==> config.mk <==
export PLATFORM = sky130hd
export DESIGN_NAME = sfue_top
export DESIGN_NICKNAME = d
export VERILOG_FILES = /design/src/design/sfue_top.v /design/src/design/sfue_uart.v
export VERILOG_INCLUDE_DIRS = /design/src /design/src/design
export SDC_FILE = /design/constraint.sdc
export NUM_CORES = 1
export LEC_CHECK = 0
export ABC_AREA = 1
export BUFFER_PORTS_ARGS = -buffer_cell sky130_fd_sc_hd__buf_2
export CAP_MARGIN = 25
export CORE_AREA = 2 2 130 119
export DETAILED_ROUTE_END_ITERATION = 6
export DIE_AREA = 0 0 132 121
export PLACE_DENSITY = 0.7
export SLEW_MARGIN = 10
export SYNTH_ARGS = -nofsm -noshare
export SYNTH_HDL_FRONTEND = slang
export SYNTH_SLANG_ARGS = --single-unit
==> constraint.sdc <==
create_clock -name i_clock -period 2.45 [get_ports i_clock]
set_input_delay 0.245 -clock i_clock [delete_from_list [all_inputs] [get_ports i_clock]]
set_output_delay 0.245 -clock i_clock [all_outputs]
set_load 0.02 [all_outputs]
==> src/design/sfue_map.vh <==
// What this block does
// - configuration mode talks at 9600 baud
// - only two upgrade entries: command, status low
// - upgrade wait repeats C at 115200
// - AT+IAP answered AT+IAP=OK, then self reset
// - full image received: reset into application
`ifndef SFUE_MAP_VH
`define SFUE_MAP_VH
`define SFUE_CLK_HZ        250000000
`define SFUE_BAUD_CFG      9600
`define SFUE_BAUD_UPG      115200
`define SFUE_DIV_CFG       (`SFUE_CLK_HZ / `SFUE_BAUD_CFG)
`define SFUE_DIV_UPG       (`SFUE_CLK_HZ / `SFUE_BAUD_UPG)
`define SFUE_HOLD_MS       1000
`define SFUE_HOLD_CYC      (`SFUE_CLK_HZ / 1000 * `SFUE_HOLD_MS)
`define SFUE_POLL_CYC      (`SFUE_CLK_HZ / 4)
`define SFUE_CH_C          8'h43
`define SFUE_CH_SOH        8'h01
`define SFUE_CH_STX        8'h02
`endif

==> src/design/sfue_top.v <==
`timescale 1ns/1ns
`default_nettype none
`include "sfue_map.vh"
module sfue_top #(
  parameter [31:0] HOLD_CYC = `SFUE_HOLD_CYC,
  parameter [31:0] POLL_CYC = `SFUE_POLL_CYC,
  parameter [31:0] DIV_CFG  = `SFUE_DIV_CFG,
  parameter [31:0] DIV_UPG  = `SFUE_DIV_UPG
) (
  input  wire       i_clock,
  input  wire       i_reset_n,
  input  wire       i_mode_select_low,
  input  wire       i_mode_select_high,
  input  wire       i_status_in,
  input  wire       i_rxd,
  input  wire       i_image_done,
  output wire       o_txd,
  output wire       o_status_oe,
  output reg        o_upgrade_ff,
  output reg        o_sys_reset_ff,
  output reg        o_app_start_ff,
  output reg        o_frame_valid_ff,
  output reg  [7:0] o_frame_data_ff
);
  localparam [5:0] ST_STRAP = 6'h01, ST_CFG = 6'h02, ST_ACK = 6'h04,
                   ST_RST = 6'h08, ST_POLL = 6'h10, ST_LOAD = 6'h20;
  reg [5:0]  state_ff;
  reg [1:0]  ms0_ff, ms1_ff, st_ff;
  reg [31:0] cnt_ff;
  reg [2:0]  match_ff;
  reg [3:0]  ack_idx_ff;
  reg        tx_go_ff;
  reg [7:0]  tx_byte_ff;
  reg        boot_ff;
  wire       tx_ready, rx_valid;
  wire [7:0] rx_data;
  wire       cfg_mode = ms0_ff[1] & ms1_ff[1];
  wire [15:0] div = (state_ff == ST_CFG || state_ff == ST_ACK) ?
                    DIV_CFG[15:0] : DIV_UPG[15:0];

  function [7:0] req_char;
    input [2:0] i;
    case (i)
      3'h0: req_char = 8'h41;
      3'h1: req_char = 8'h54;
      3'h2: req_char = 8'h2b;
      3'h3: req_char = 8'h49;
      3'h4: req_char = 8'h41;
      default: req_char = 8'h50;
    endcase
  endfunction
  function [7:0] ack_char;
    input [3:0] i;
    case (i)
      4'h6: ack_char = 8'h3d;
      4'h7: ack_char = 8'h4f;
      4'h8: ack_char = 8'h4b;
      default: ack_char = req_char(i[2:0]);
    endcase
  endfunction

  // status line is only sampled; device never drives it here
  assign o_status_oe = 1'b0;

  sfue_uart u_uart (
    .i_clock       (i_clock),
    .i_reset_n     (i_reset_n),
    .i_div         (div),
    .i_rxd         (i_rxd),
    .i_tx_valid    (tx_go_ff),
    .i_tx_data     (tx_byte_ff),
    .o_tx_ready    (tx_ready),
    .o_txd_ff      (o_txd),
    .o_rx_valid_ff (rx_valid),
    .o_rx_data_ff  (rx_data)
  );

  always @(posedge i_clock or negedge i_reset_n) begin
    if (!i_reset_n) begin
      state_ff         <= ST_STRAP;
      ms0_ff           <= 2'h0;
      ms1_ff           <= 2'h0;
      // reset low: a high value would leave the strap window before the pin arrives
      st_ff            <= 2'h0;
      cnt_ff           <= 32'h0;
      match_ff         <= 3'h0;
      ack_idx_ff       <= 4'h0;
      tx_go_ff         <= 1'b0;
      tx_byte_ff       <= 8'h00;
      boot_ff          <= 1'b0;
      o_upgrade_ff     <= 1'b0;
      o_sys_reset_ff   <= 1'b0;
      o_app_start_ff   <= 1'b0;
      o_frame_valid_ff <= 1'b0;
      o_frame_data_ff  <= 8'h00;
    end else begin
      ms0_ff           <= {ms0_ff[0], i_mode_select_low};
      ms1_ff           <= {ms1_ff[0], i_mode_select_high};
      st_ff            <= {st_ff[0], i_status_in};
      tx_go_ff         <= 1'b0;
      o_sys_reset_ff   <= 1'b0;
      o_app_start_ff   <= 1'b0;
      o_frame_valid_ff <= 1'b0;
      case (state_ff)
        ST_STRAP: begin
          // status must stay low the whole hold window after power-up
          if (boot_ff || st_ff[1]) begin
            state_ff <= ST_CFG;
            cnt_ff   <= 32'h0;
          end else if (cnt_ff >= HOLD_CYC - 32'h1) begin
            state_ff     <= ST_POLL;
            o_upgrade_ff <= 1'b1;
            cnt_ff       <= 32'h0;
          end else begin
            cnt_ff <= cnt_ff + 32'h1;
          end
        end
        ST_CFG: begin
          if (rx_valid && cfg_mode) begin
            if (rx_data == req_char(match_ff)) begin
              if (match_ff == 3'h5) begin
                state_ff   <= ST_ACK;
                ack_idx_ff <= 4'h0;
                match_ff   <= 3'h0;
              end else begin
                match_ff <= match_ff + 3'h1;
              end
            end else begin
              match_ff <= (rx_data == 8'h41) ? 3'h1 : 3'h0;
            end
          end
        end
        ST_ACK: begin
          if (tx_ready && !tx_go_ff) begin
            if (ack_idx_ff == 4'h9) begin
              state_ff       <= ST_RST;
              o_sys_reset_ff <= 1'b1;
            end else begin
              tx_go_ff   <= 1'b1;
              tx_byte_ff <= ack_char(ack_idx_ff);
              ack_idx_ff <= ack_idx_ff + 4'h1;
            end
          end
        end
        ST_RST: begin
          state_ff     <= ST_POLL;
          o_upgrade_ff <= 1'b1;
          cnt_ff       <= 32'h0;
        end
        ST_POLL: begin
          if (rx_valid && (rx_data == `SFUE_CH_SOH || rx_data == `SFUE_CH_STX)) begin
            state_ff         <= ST_LOAD;
            o_frame_valid_ff <= 1'b1;
            o_frame_data_ff  <= rx_data;
          end else if (cnt_ff >= POLL_CYC - 32'h1) begin
            cnt_ff <= 32'h0;
            if (tx_ready) begin
              tx_go_ff   <= 1'b1;
              tx_byte_ff <= `SFUE_CH_C;
            end
          end else begin
            cnt_ff <= cnt_ff + 32'h1;
          end
        end
        ST_LOAD: begin
          if (rx_valid) begin
            o_frame_valid_ff <= 1'b1;
            o_frame_data_ff  <= rx_data;
          end
          if (i_image_done) begin
            state_ff       <= ST_CFG;
            o_upgrade_ff   <= 1'b0;
            o_sys_reset_ff <= 1'b1;
            o_app_start_ff <= 1'b1;
            boot_ff        <= 1'b1;
          end
        end
        default: state_ff <= ST_STRAP;
      endcase
    end
  end
endmodule
`default_nettype wire

==> src/design/sfue_uart.v <==
`timescale 1ns/1ns
`default_nettype none
// 8N1 serial transmitter and receiver; divider reloaded at every bit
module sfue_uart (
  input  wire        i_clock,
  input  wire        i_reset_n,
  input  wire [15:0] i_div,
  input  wire        i_rxd,
  input  wire        i_tx_valid,
  input  wire [7:0]  i_tx_data,
  output wire        o_tx_ready,
  output reg         o_txd_ff,
  output reg         o_rx_valid_ff,
  output reg  [7:0]  o_rx_data_ff
);
  reg [1:0]  rx_sync_ff;
  reg [15:0] tx_cnt_ff;
  reg [3:0]  tx_bit_ff;
  reg [8:0]  tx_sh_ff;
  reg [15:0] rx_cnt_ff;
  reg [3:0]  rx_bit_ff;
  reg [7:0]  rx_sh_ff;
  wire       rxd = rx_sync_ff[1];

  assign o_tx_ready = (tx_bit_ff == 4'h0);

  always @(posedge i_clock or negedge i_reset_n) begin
    if (!i_reset_n) begin
      rx_sync_ff    <= 2'h3;
      tx_cnt_ff     <= 16'h0000;
      tx_bit_ff     <= 4'h0;
      tx_sh_ff      <= 9'h1ff;
      o_txd_ff      <= 1'b1;
      rx_cnt_ff     <= 16'h0000;
      rx_bit_ff     <= 4'h0;
      rx_sh_ff      <= 8'h00;
      o_rx_valid_ff <= 1'b0;
      o_rx_data_ff  <= 8'h00;
    end else begin
      rx_sync_ff    <= {rx_sync_ff[0], i_rxd};
      o_rx_valid_ff <= 1'b0;
      if (tx_bit_ff == 4'h0) begin
        if (i_tx_valid) begin
          tx_sh_ff  <= {1'b1, i_tx_data};
          o_txd_ff  <= 1'b0;
          tx_bit_ff <= 4'ha;
          tx_cnt_ff <= i_div - 16'h0001;
        end
      end else if (tx_cnt_ff != 16'h0000) begin
        tx_cnt_ff <= tx_cnt_ff - 16'h0001;
      end else begin
        tx_cnt_ff <= i_div - 16'h0001;
        tx_bit_ff <= tx_bit_ff - 4'h1;
        o_txd_ff  <= (tx_bit_ff == 4'h1) ? 1'b1 : tx_sh_ff[0];
        tx_sh_ff  <= {1'b1, tx_sh_ff[8:1]};
      end
      // sample mid-bit; a false start is dropped at the half point
      if (rx_bit_ff == 4'h0) begin
        if (!rxd) begin
          rx_bit_ff <= 4'ha;
          rx_cnt_ff <= {1'b0, i_div[15:1]};
        end
      end else if (rx_cnt_ff != 16'h0000) begin
        rx_cnt_ff <= rx_cnt_ff - 16'h0001;
      end else begin
        rx_cnt_ff <= i_div - 16'h0001;
        rx_bit_ff <= rx_bit_ff - 4'h1;
        if (rx_bit_ff == 4'ha && rxd) begin
          rx_bit_ff <= 4'h0;
        end else if (rx_bit_ff == 4'h1) begin
          rx_bit_ff     <= 4'h0;
          o_rx_valid_ff <= rxd;
          o_rx_data_ff  <= rx_sh_ff;
        end else if (rx_bit_ff != 4'ha) begin
          rx_sh_ff <= {rxd, rx_sh_ff[7:1]};
        end
      end
    end
  end
endmodule
`default_nettype wire

# ---- After elaboration in Yosys (flattened, before gate mapping)
# Index checks and enable logic that the tools add are counted.
dict set report totals {
  regBits 142
  input_bits 7
}
dict set report op_classes {
  add_sub_neg 8
  n_lt_le_gt_ge 2
  n_eq_ne 46
  n_mux 82
  bitwise_logic 5
  reduce_logical 33
}
# op count
set op_table {}
lappend op_table {{$mux 32} 4}
lappend op_table {{$mux 16} 6}
lappend op_table {{$pmux 32 s3} 1}
lappend op_table {{$mux 8} 9}
lappend op_table {{$pmux 7 s4} 2}
lappend op_table {{$mux 6} 9}
lappend op_table {{$mux 4} 13}
lappend op_table {{$pmux 6 s6} 1}
lappend op_table {{$add 32x1->32 const B} 1}
lappend op_table {{$ge 32x26->1 const B} 1}
lappend op_table {{$ge 32x28->1 const B} 1}
lappend op_table {{$pmux 8 s2} 2}
lappend op_table {{$reduce_bool 16->1} 2}
lappend op_table {{$sub 16x1->16 const B} 2}
lappend op_table {{$mux 9} 3}
lappend op_table {{$mux 1} 23}
lappend op_table {{$ne 2x2->1 const B} 11}
lappend op_table {{$pmux 7 s3} 1}
lappend op_table {{$sub 15x1->16 const B} 1}
lappend op_table {{$mux 15} 1}
lappend op_table {{$ne 2x1->1 const B} 7}
lappend op_table {{$eq 3x2->1 const B} 4}
lappend op_table {{$eq 4x4->1 const B} 3}
lappend op_table {{$reduce_and 6->1} 2}
lappend op_table {{other kinds (38)} 66}

# ---- Longest topological paths before layout
# Gate-level depths: netlist (run 1).
dict set report logic_depth {
  ltp_word 9
  mapped_depth 14
  mapped_depth_nobuf 13
}

# ---- Hierarchy
# From an unflattened synthesis (run 1), not the netlist that was laid out.
dict set report hier_totals {
  cells_unflattened 1299
  hier_area_um2 9082.5
}
# module instances cells_each area_each_um2 seq_area_each_um2
set modules_own_cells {}
lappend modules_own_cells {sfue_top 1 660 4579.4 1803.0}
lappend modules_own_cells {sfue_uart 1 639 4503.1 1715.4}

# ---- Worst setup path after synthesis (run 1)
# No wires, ideal clock.
dict set report synth_timing {
  kind {register to register}
  start {reg u_uart.tx_bit_ff[0]}
  end {reg tx_byte_ff[3]}
  setup_ps 126
  t_arrival_ps 1568
  required_time_ps 2324
  setup_slack_ps 756
  stages_incl_launch_ff 12
  n_path_buf 0
  path_cell_list {dfrtp_1 > inv_1 > ha_1 > nand2_2 > nor2_2 > nor2_1 > nor2_1 > nand3_1 > nor2_2 > nand2_2 > nand2_1 > o21ai_1}
}
dict set report synth_between {
  elab_chain_cells 4
}
# item line
set synth_rtl {}
lappend synth_rtl {{start: declaration} sfue_uart.v:18} ;# reg [3:0] tx_bit_ff;
lappend synth_rtl {{start signal: assignment} sfue_uart.v:53} ;# tx_bit_ff <= tx_bit_ff - 4'h1;
lappend synth_rtl {{$logic_not 4->1 *} sfue_uart.v:25} ;# assign o_tx_ready = (tx_bit_ff == 4'h0);
lappend synth_rtl {{$logic_and 1x1->1} sfue_top.v:134} ;# if (tx_ready && !tx_go_ff) begin
lappend synth_rtl {{$ne 2x1->1 (no source line)} -}
lappend synth_rtl {{$reduce_and 6->1 (no source line) *} -}
lappend synth_rtl {{end signal: assignment} sfue_top.v:140} ;# tx_byte_ff <= ack_char(ack_idx_ff);
lappend synth_rtl {{end signal: assignment} sfue_top.v:159} ;# tx_byte_ff <= `SFUE_CH_C;
lappend synth_rtl {{end: declaration} sfue_top.v:33} ;# reg [7:0] tx_byte_ff;
# Mark *: on every way between the ends. The rest lies on a longest branch, timed or not.
# A chain may end at the register's enable or synchronous reset.

# ---- Worst setup path after layout (run 1)
dict set report layout_timing {
  start {reg state_ff[1]}
  end {reg u_uart.tx_cnt_ff[0]}
}
dict set report layout_between {
  elab_chain_cells 6
}
# item line
set layout_rtl {}
lappend layout_rtl {{start: declaration} sfue_top.v:27} ;# reg [5:0] state_ff;
lappend layout_rtl {{start signal: assignment} sfue_top.v:80} ;# state_ff <= ST_STRAP;
lappend layout_rtl {{start signal: assignment} sfue_top.v:108} ;# state_ff <= ST_CFG;
lappend layout_rtl {{start signal: assignment} sfue_top.v:111} ;# state_ff <= ST_POLL;
lappend layout_rtl {{$eq 6x2->1 / $eq 6x3->1 (equally long branches)} sfue_top.v:38} ;# wire [15:0] div = (state_ff == ST_CFG || state_ff == ST_ACK) ?
lappend layout_rtl {{$logic_or 1x1->1 *} sfue_top.v:38}
lappend layout_rtl {{$mux 15 *} sfue_top.v:38}
lappend layout_rtl {{$sub 15x1->16 *} {sfue_uart.v:47, sfue_uart.v:52}}
lappend layout_rtl {{$mux 16 (on tied branches)} {sfue_uart.v:49, sfue_uart.v:43}}
lappend layout_rtl {{$mux 16 *} sfue_uart.v:42} ;# if (tx_bit_ff == 4'h0) begin
lappend layout_rtl {{end signal: assignment} sfue_uart.v:47} ;# tx_cnt_ff <= i_div - 16'h0001;
lappend layout_rtl {{end signal: assignment} sfue_uart.v:50} ;# tx_cnt_ff <= tx_cnt_ff - 16'h0001;
lappend layout_rtl {{end signal: assignment} sfue_uart.v:52} ;# tx_cnt_ff <= i_div - 16'h0001;
lappend layout_rtl {{end: declaration} sfue_uart.v:17} ;# reg [15:0] tx_cnt_ff;
# Mark *: on every way between the ends. The rest lies on a longest branch, timed or not. The select of a mux whose other input is x is not followed.

==> results by group, run 1 <==
Run status
  – Status: finished clean

Critical path
  – Worst reg2reg path depth: 8
  – Setup CP Type: reg2reg
  – Worst path arrival time: 2.42 ns
  – Crit-path max FO: 9
  – CP Capture Type: register
  – Crit path required time: 2.77 ns
  – Setup slack, reg-to-reg: 0.35 ns
  – Element type at the critical path start: register
  – RR Endpoint: u_uart.tx_cnt_ff[0]
  – Reg-to-Reg Start: state_ff[1]

Power and ir drop
  – Maximum VDD drop: 0.514 mV
  – Pleak: 4.82 nW
  – Pwr per Cell Area: 657 nW/um2
  – Tot Pwr: 5.96 mW

GRT
  – Vias in the first global route: 6593
  – GRT overflow: 0
  – First-pass GRT wire length: 30500 um
  – Antenna violations before repair: 0
  – Largest net degree at the start of global routing: 66
  – Gr usage total: 23.5%

Place
  – Setup WS pre-CTS: 0.392 ns
  – I/O Buffers: 19
  – GPL Wtd Cong: 0.877
  – Post-DP HPWL: 12400 um
  – Area after DPL: 8400 um2
  – Cells after DPL: 1328

Detailed routing
  – WL/cell: 12.6 um
  – DRT Pass-1 Iters: 7
  – Final WL: 17100 um
  – DRC Markers: 0
  – Antenna viol nets, final: 0
  – Vias: 6906
  – Iteration-0 DRC Markers: 443
  – Via/cell ratio: 5.06

Layout
  – Most common cell after layout, fill and taps aside: nand2_1
  – Antenna diode count: 0
  – Area grow syn2layout: 12.5%
  – Design area: 9070 um2
  – Commonest non-fill, non-tap cells in the layout: 317 x nand2_1, 173 x inv_1, 143 x nor2_1
  – Layout Cells excl Fill: 1365
  – Fill cells: 1329
  – Layout cells sized above 1: 9.85%
  – Final core utilization: 62.3%
  – Fin nets: 1179

Synth
  – Mapped Nets: 1143
  – Sequential element share of the synthesized area: 43.7%
  – Synth warn: 0
  – Number of synthesized flops with an enable pin: 0
  – Mean Syn Cell Area: 7.21 um2
  – Ys async rst share: 100%
  – Post-synth top flop: dfrtp_1
  – Post-Syn Instances: 1118
  – Yosys reg bits: 140
  – Syn Std Cell Area: 8060 um2
  – Distinct cells, synth: 45

STA
  – Fin Hold WS: 0.123 ns
  – Endpoints failing hold: 0
  – Setup ws final: 0.348 ns
  – Final cycle utilization of the critical path: 85.8%
  – Final min period: 2.10 ns
  – Max Freq: 476 MHz
  – Clk_skew: 0.0123 ns
  – Fin Setup TNS: 0 ns
  – Final max-slew violation count: 0
  – RSZ-0062 raised after global routing: no
  – Count of final setup violators: 0

Floorplan
  – Die ar.: 16000 um2
  – Die W: 132 um
  – Starting Density: 55.4%
  – Die Span Y: 121 um
  – Core Footprint: 14600 um2
  – Row cnt: 42
  – IO Pins: 21

Run
  – Max cap viols: 0

Min path
  – Min-Delay Startpoint: i_image_done
  – Hold path depth: 3
  – Hold EP: o_sys_reset_ff
  – Worst hold path class: in2reg

Clock tree
  – CTS resizes: 0
  – Max Buffers Root-to-Sink: 2
  – Skew-Pair Late Insertion Delay: 0.43 ns
  – TritonCTS clock tree: built
  – H-tree depth: 4
  – CTS buffer count: 17
  – CTS Root Cell: clkbuf_16
  – Post-CTS Setup Inserts: 0
  – CTS Sinks: 140
  – Clk slew on worst S/H paths: 0.07 ns
## logic make-up after synthesis
family	count (synthesis)	share of synthesized area [%]
compound gates	119	7.95
mux	8	1.12
other cells	1	0.0465
fa+ha+maj	18	2.80
flops	140	43.7
buf+inv	200	9.72
xor+xnor	25	2.72
simple gates	607	32.0
## Yosys cell counts, types with 9 or more instances
cell,number,area (um2)
ha_1,18,225
inv_2,9,33.8
a21oi_1,15,75.1
nor3_1,21,105
nand2_1,317,1190
nand3_1,83,415
nand4_1,15,93.8
dfrtp_1,128,3200
o22ai_1,9,56.3
nor2_1,143,537
xor2_1,20,175
inv_1,173,649
dfstp_2,12,315
o21ai_1,46,230
o21ai_0,35,175
## sequential cells by signal, summed over array words and instances, names as in the netlist, 3 cells and up
signal               count
u_uart.tx_sh_ff          8
ack_idx_ff               4
cnt_ff                  32
u_uart.o_rx_data_ff      8
u_uart.tx_cnt_ff        16
u_uart.rx_sh_ff          8
u_uart.rx_bit_ff         4
match_ff                 3
state_ff                 6
u_uart.rx_cnt_ff        16
o_frame_data_ff          8
tx_byte_ff               7
u_uart.tx_bit_ff         4
## what timing repair did
| action | in CTS | in global routing |
|---|---|---|
| endpoints found under the setup margin | 0 | 0 |
| hold buffers | 5 | 0 |
| hold endpoints to repair | 51 | 0 |
## cell type report
cell class / instances / area, um2 / share of cell area, %
Multi-Input combinational cell: 778 / 3760 / 41.4
Sequential cell: 140 / 3520 / 38.8
Inverter: 183 / 687 / 7.58
Clock buffer: 17 / 425 / 4.69
Tap cell: 198 / 248 / 2.73
Timing Repair Buffer: 34 / 239 / 2.64
Clock inverter: 15 / 194 / 2.14
## worst max-delay path by stage
stage	cells past startpoint	slack, ns	endpoint	start
2_1_floorplan	11	0.76	tx_byte_ff[3]	u_uart.tx_bit_ff[0]
3_3_place_gp	8	0.43	u_uart.tx_cnt_ff[0]	state_ff[1]
3_5_place_dp	8	0.39	u_uart.tx_cnt_ff[0]	state_ff[1]
4_1_cts	8	0.35	u_uart.tx_cnt_ff[0]	state_ff[1]
5_1_grt	13	0.13	cnt_ff[12]	cnt_ff[0]
6_report	8	0.35	u_uart.tx_cnt_ff[0]	state_ff[1]
## critical path, stage by stage (launching register included)
cell	delay (ns)
dfrtp_1	0.44
nor2_4	0.20
nand3_2	0.22
nand2_1	0.36
inv_2	0.16
a21oi_2	0.35
o21ai_1	0.11
o21ai_1	0.11
inv_1	0.05
## power by group
| part | switching (mW) | internal [mW] | leakage, nW |
|---|---|---|---|
| clock network | 1.13 | 1.56 | 0.306 |
| registers | 0.0634 | 2.38 | 1.86 |
| logic | 0.610 | 0.220 | 2.65 |
## layer usage
layer	vias up	share of wire [%]	global-route usage [%]
met3	19	4.5	4.97
li1	3589	-	-
met1	3157	50	32.2
met4	0	1.3	7.95
met2	141	44	37.4
met5	-	0	0
(Power assumes the default switching activity.)
==> run 2, diff against run 1 <==
- CORE_AREA: 2 2 130 119 -> 2 2 158 98
- DIE_AREA: 0 0 132 121 -> 0 0 160 100
- PLACE_DENSITY: 0.7 -> 0.74
==> results by group, run 2 (same netlist as run 1, synthesis figures left out) <==
Layout
  – Antenna diode count: 0 (unchanged)
  – Register Area: 3520 um2 (unchanged)
  – Commonest non-fill, non-tap cells in the layout: 317 x nand2_1, 173 x inv_1, 143 x nor2_1
  – Regs by FF count: cnt_ff (32), u_uart.rx_cnt_ff (16), u_uart.tx_cnt_ff (16)
  – Most flops, register: cnt_ff
  – Layout cells sized above 1: 9.78% (-0.077 points)
  – Most common cell after layout, fill and taps aside: nand2_1
  – Number of flip-flops in the largest register: 32 (unchanged)
  – Fill cells: 1369 (+3.0%)
  – Final core utilization: 60.9% (-1.4 points)
  – Design area: 9020 um2 (-0.52%)
  – Area grow syn2layout: 11.9%
  – Layout Cells excl Fill: 1369 (+0.29%)
  – Area occupied by multi-input gates: 3760 um2 (unchanged)
  – Fin nets: 1178 (-0.085%)

Floorplan
  – Die Span Y: 100 um (-17%)
  – IO Pins: 21 (unchanged)
  – Row cnt: 35 (-17%)
  – Core Footprint: 14800 um2 (+1.7%)
  – Starting Density: 54.4% (-0.92 points)
  – Die W: 160 um (+21%)
  – Die ar.: 16000 um2 (+0.18%)

Clock tree
  – CTS Root Cell: clkbuf_16
  – TritonCTS clock tree: built
  – CTS Sinks: 140 (unchanged)
  – Skew-Pair Late Insertion Delay: 0.42 ns (about the same)
  – H-tree depth: 4 (unchanged)
  – CTS buffer count: 17 (unchanged)
  – Max Buffers Root-to-Sink: 2 (unchanged)
  – Clk slew on worst S/H paths: 0.06 ns (about the same)

GRT
  – GRT overflow: 0 (unchanged)
  – Vias in the first global route: 6234 (-5.4%)
  – Largest net degree at the start of global routing: 63 (-4.5%)
  – Antenna violations before repair: 0 (unchanged)
  – First-pass GRT wire length: 30100 um (-1.3%)
  – Gr usage total: 23.2% (-0.34 points)

Critical path
  – Crit path max-delay family: simple AND/OR/NAND/NOR gates
  – Setup CP Type: reg2reg
  – Crit path required time: 2.76 ns (about the same)
  – CP Capture Type: register
  – Top cell by count, worst path: nand2_1
  – Worst path arrival time: 2.39 ns (-0.03 ns)
  – Element type at the critical path start: register
  – Crit-path max FO: 11 (+2)
  – CP max-delay cell: nand2_1
  – Slowest cell delay on critical path: 0.39 ns (-0.05 ns)
  – Bufs and invs on worst path: 1 (-1)
  – Crit-path cells: inv_1, ha_1, nand3_1, nor3_2, nand2_1, nand2_1, o21ai_1, nand2_1, a21oi_1

STA
  – Max Freq: 480 MHz (+0.84%)
  – Fin Setup TNS: 0 ns (unchanged)
  – Final cycle utilization of the critical path: 85.1% (-0.72 points)
  – Endpoints failing hold: 0 (unchanged)
  – Count of final setup violators: 0 (unchanged)
  – Slew HR: 61.6%
  – Worst-Margin Slew: 0.576 ns
  – Clk_skew: 0.0124 ns (+0.0000929 ns)
  – RSZ-0062 raised after global routing: no
  – Final min period: 2.08 ns (-0.0176 ns)
  – Final max-slew violation count: 0 (unchanged)

Detailed routing
  – WL/cell: 12.7 um (+1.0%)
  – Antenna viol nets, final: 0 (unchanged)
  – Via/cell ratio: 5.07 (+0.14%)
  – DRC Markers: 0 (unchanged)
  – DRT Pass-1 Iters: 5 (-2)
  – Final WL: 17400 um (+1.3%)
  – Iteration-0 DRC Markers: 521 (+18%)
  – Vias: 6936 (+0.43%)

Place
  – Cells after DPL: 1332 (+0.30%)
  – I/O Buffers: 19 (unchanged)
  – Post-DP HPWL: 12600 um (+1.5%)
  – GPL Wtd Cong: 0.941 (+7.2%)
  – Area after DPL: 8400 um2 (about the same)

Min path
  – Worst hold path class: in2reg

Run status
  – Status: finished clean

Power and ir drop
  – Maximum VDD drop: 0.449 mV (-13%)
  – Pwr per Cell Area: 638 nW/um2 (-2.9%)
  – Pleak: 4.78 nW (-0.77%)

Run
  – Max cap viols: 0 (unchanged)
==> run 2: changes by cell type in the layout (fill, tap and decap cells not counted) <==
cell	before	now
clkinv_4	1	2
buf_4	9	8
inv_6	6	4
clkinvlp_4	0	3
bufinv_16	2	0
==> run 2: report_power, final <==
group / internal (mW) / switching, mW / total (mW)
registers: 2.38 / 0.0591 / 2.44
clock network: 1.35 / 1.14 / 2.49
logic: 0.210 / 0.621 / 0.831
total: 3.94 / 1.82 / 5.76
==> run 2: worst min-delay path: cells and delay by family <==
| family | cells | cell delay [ns] |
|---|---|---|
| and+or+nand+nor | 1 | 0.06 |
| buffers and inverters | 2 | 0.15 |
==> run 2: cell type report <==
cell class / count / share of cell area (%)
clock inverter: 15 / 1.64
timing repair buffer: 33 / 2.57
clock buffer: 17 / 4.72
multi-input combinational: 778 / 41.6
sequential: 140 / 39.0
tap: 203 / 2.82
inverter: 183 / 7.62
==> run 2: timing repair <==
| item | in CTS | in global routing |
|---|---|---|
| gates resized for setup | 0 | 0 |
| endpoints found under the setup margin | 0 | 0 |
| hold endpoints to repair | 58 | 0 |
| setup buffers | 0 | 0 |
| hold buffers | 5 | 0 |
==> run 2: path summary, 6_finish.rpt <==
kind | startpoint | to | slack, ns | cells past startpoint
setup / recovery | u_uart.rx_cnt_ff[0] | u_uart.rx_cnt_ff[10] | 0.37 | 9
hold / removal | i_image_done | o_app_start_ff | 0.07 | 3
setup reg to reg | u_uart.rx_cnt_ff[0] | u_uart.rx_cnt_ff[10] | 0.37 | 9
hold reg to reg | ms1_ff[0] | ms1_ff[1] | 0.35 | 0
max in group asynchronous | i_reset_n | state_ff[0] | 1.24 | 3
min in group asynchronous | i_reset_n | u_uart.tx_bit_ff[3] | 0.36 | 2
==> run 2: per-stage QoR <==
| stage | power, mW | setup WS (ns) | hold slack [ns] |
|---|---|---|---|
| after CTS | 5.80 | 0.387 | 0.0650 |
| after floorplan | 3.09 | 0.756 | -0.0506 |
| after detailed placement | 3.30 | 0.417 | 0.264 |
| final | 5.76 | 0.365 | 0.0713 |
| after global placement | 3.30 | 0.430 | 0.265 |
| after global routing | 6.01 | 0.136 | 0.109 |
==> run 2: metal layers <==
layer,vias to the layer above,routed length (um),track usage (%)
met4,0,189,6.58
met2,178,6810,32.2
met1,3175,9490,37.1
li1,3567,-,-
met5,-,0,0
met3,16,885,3.68
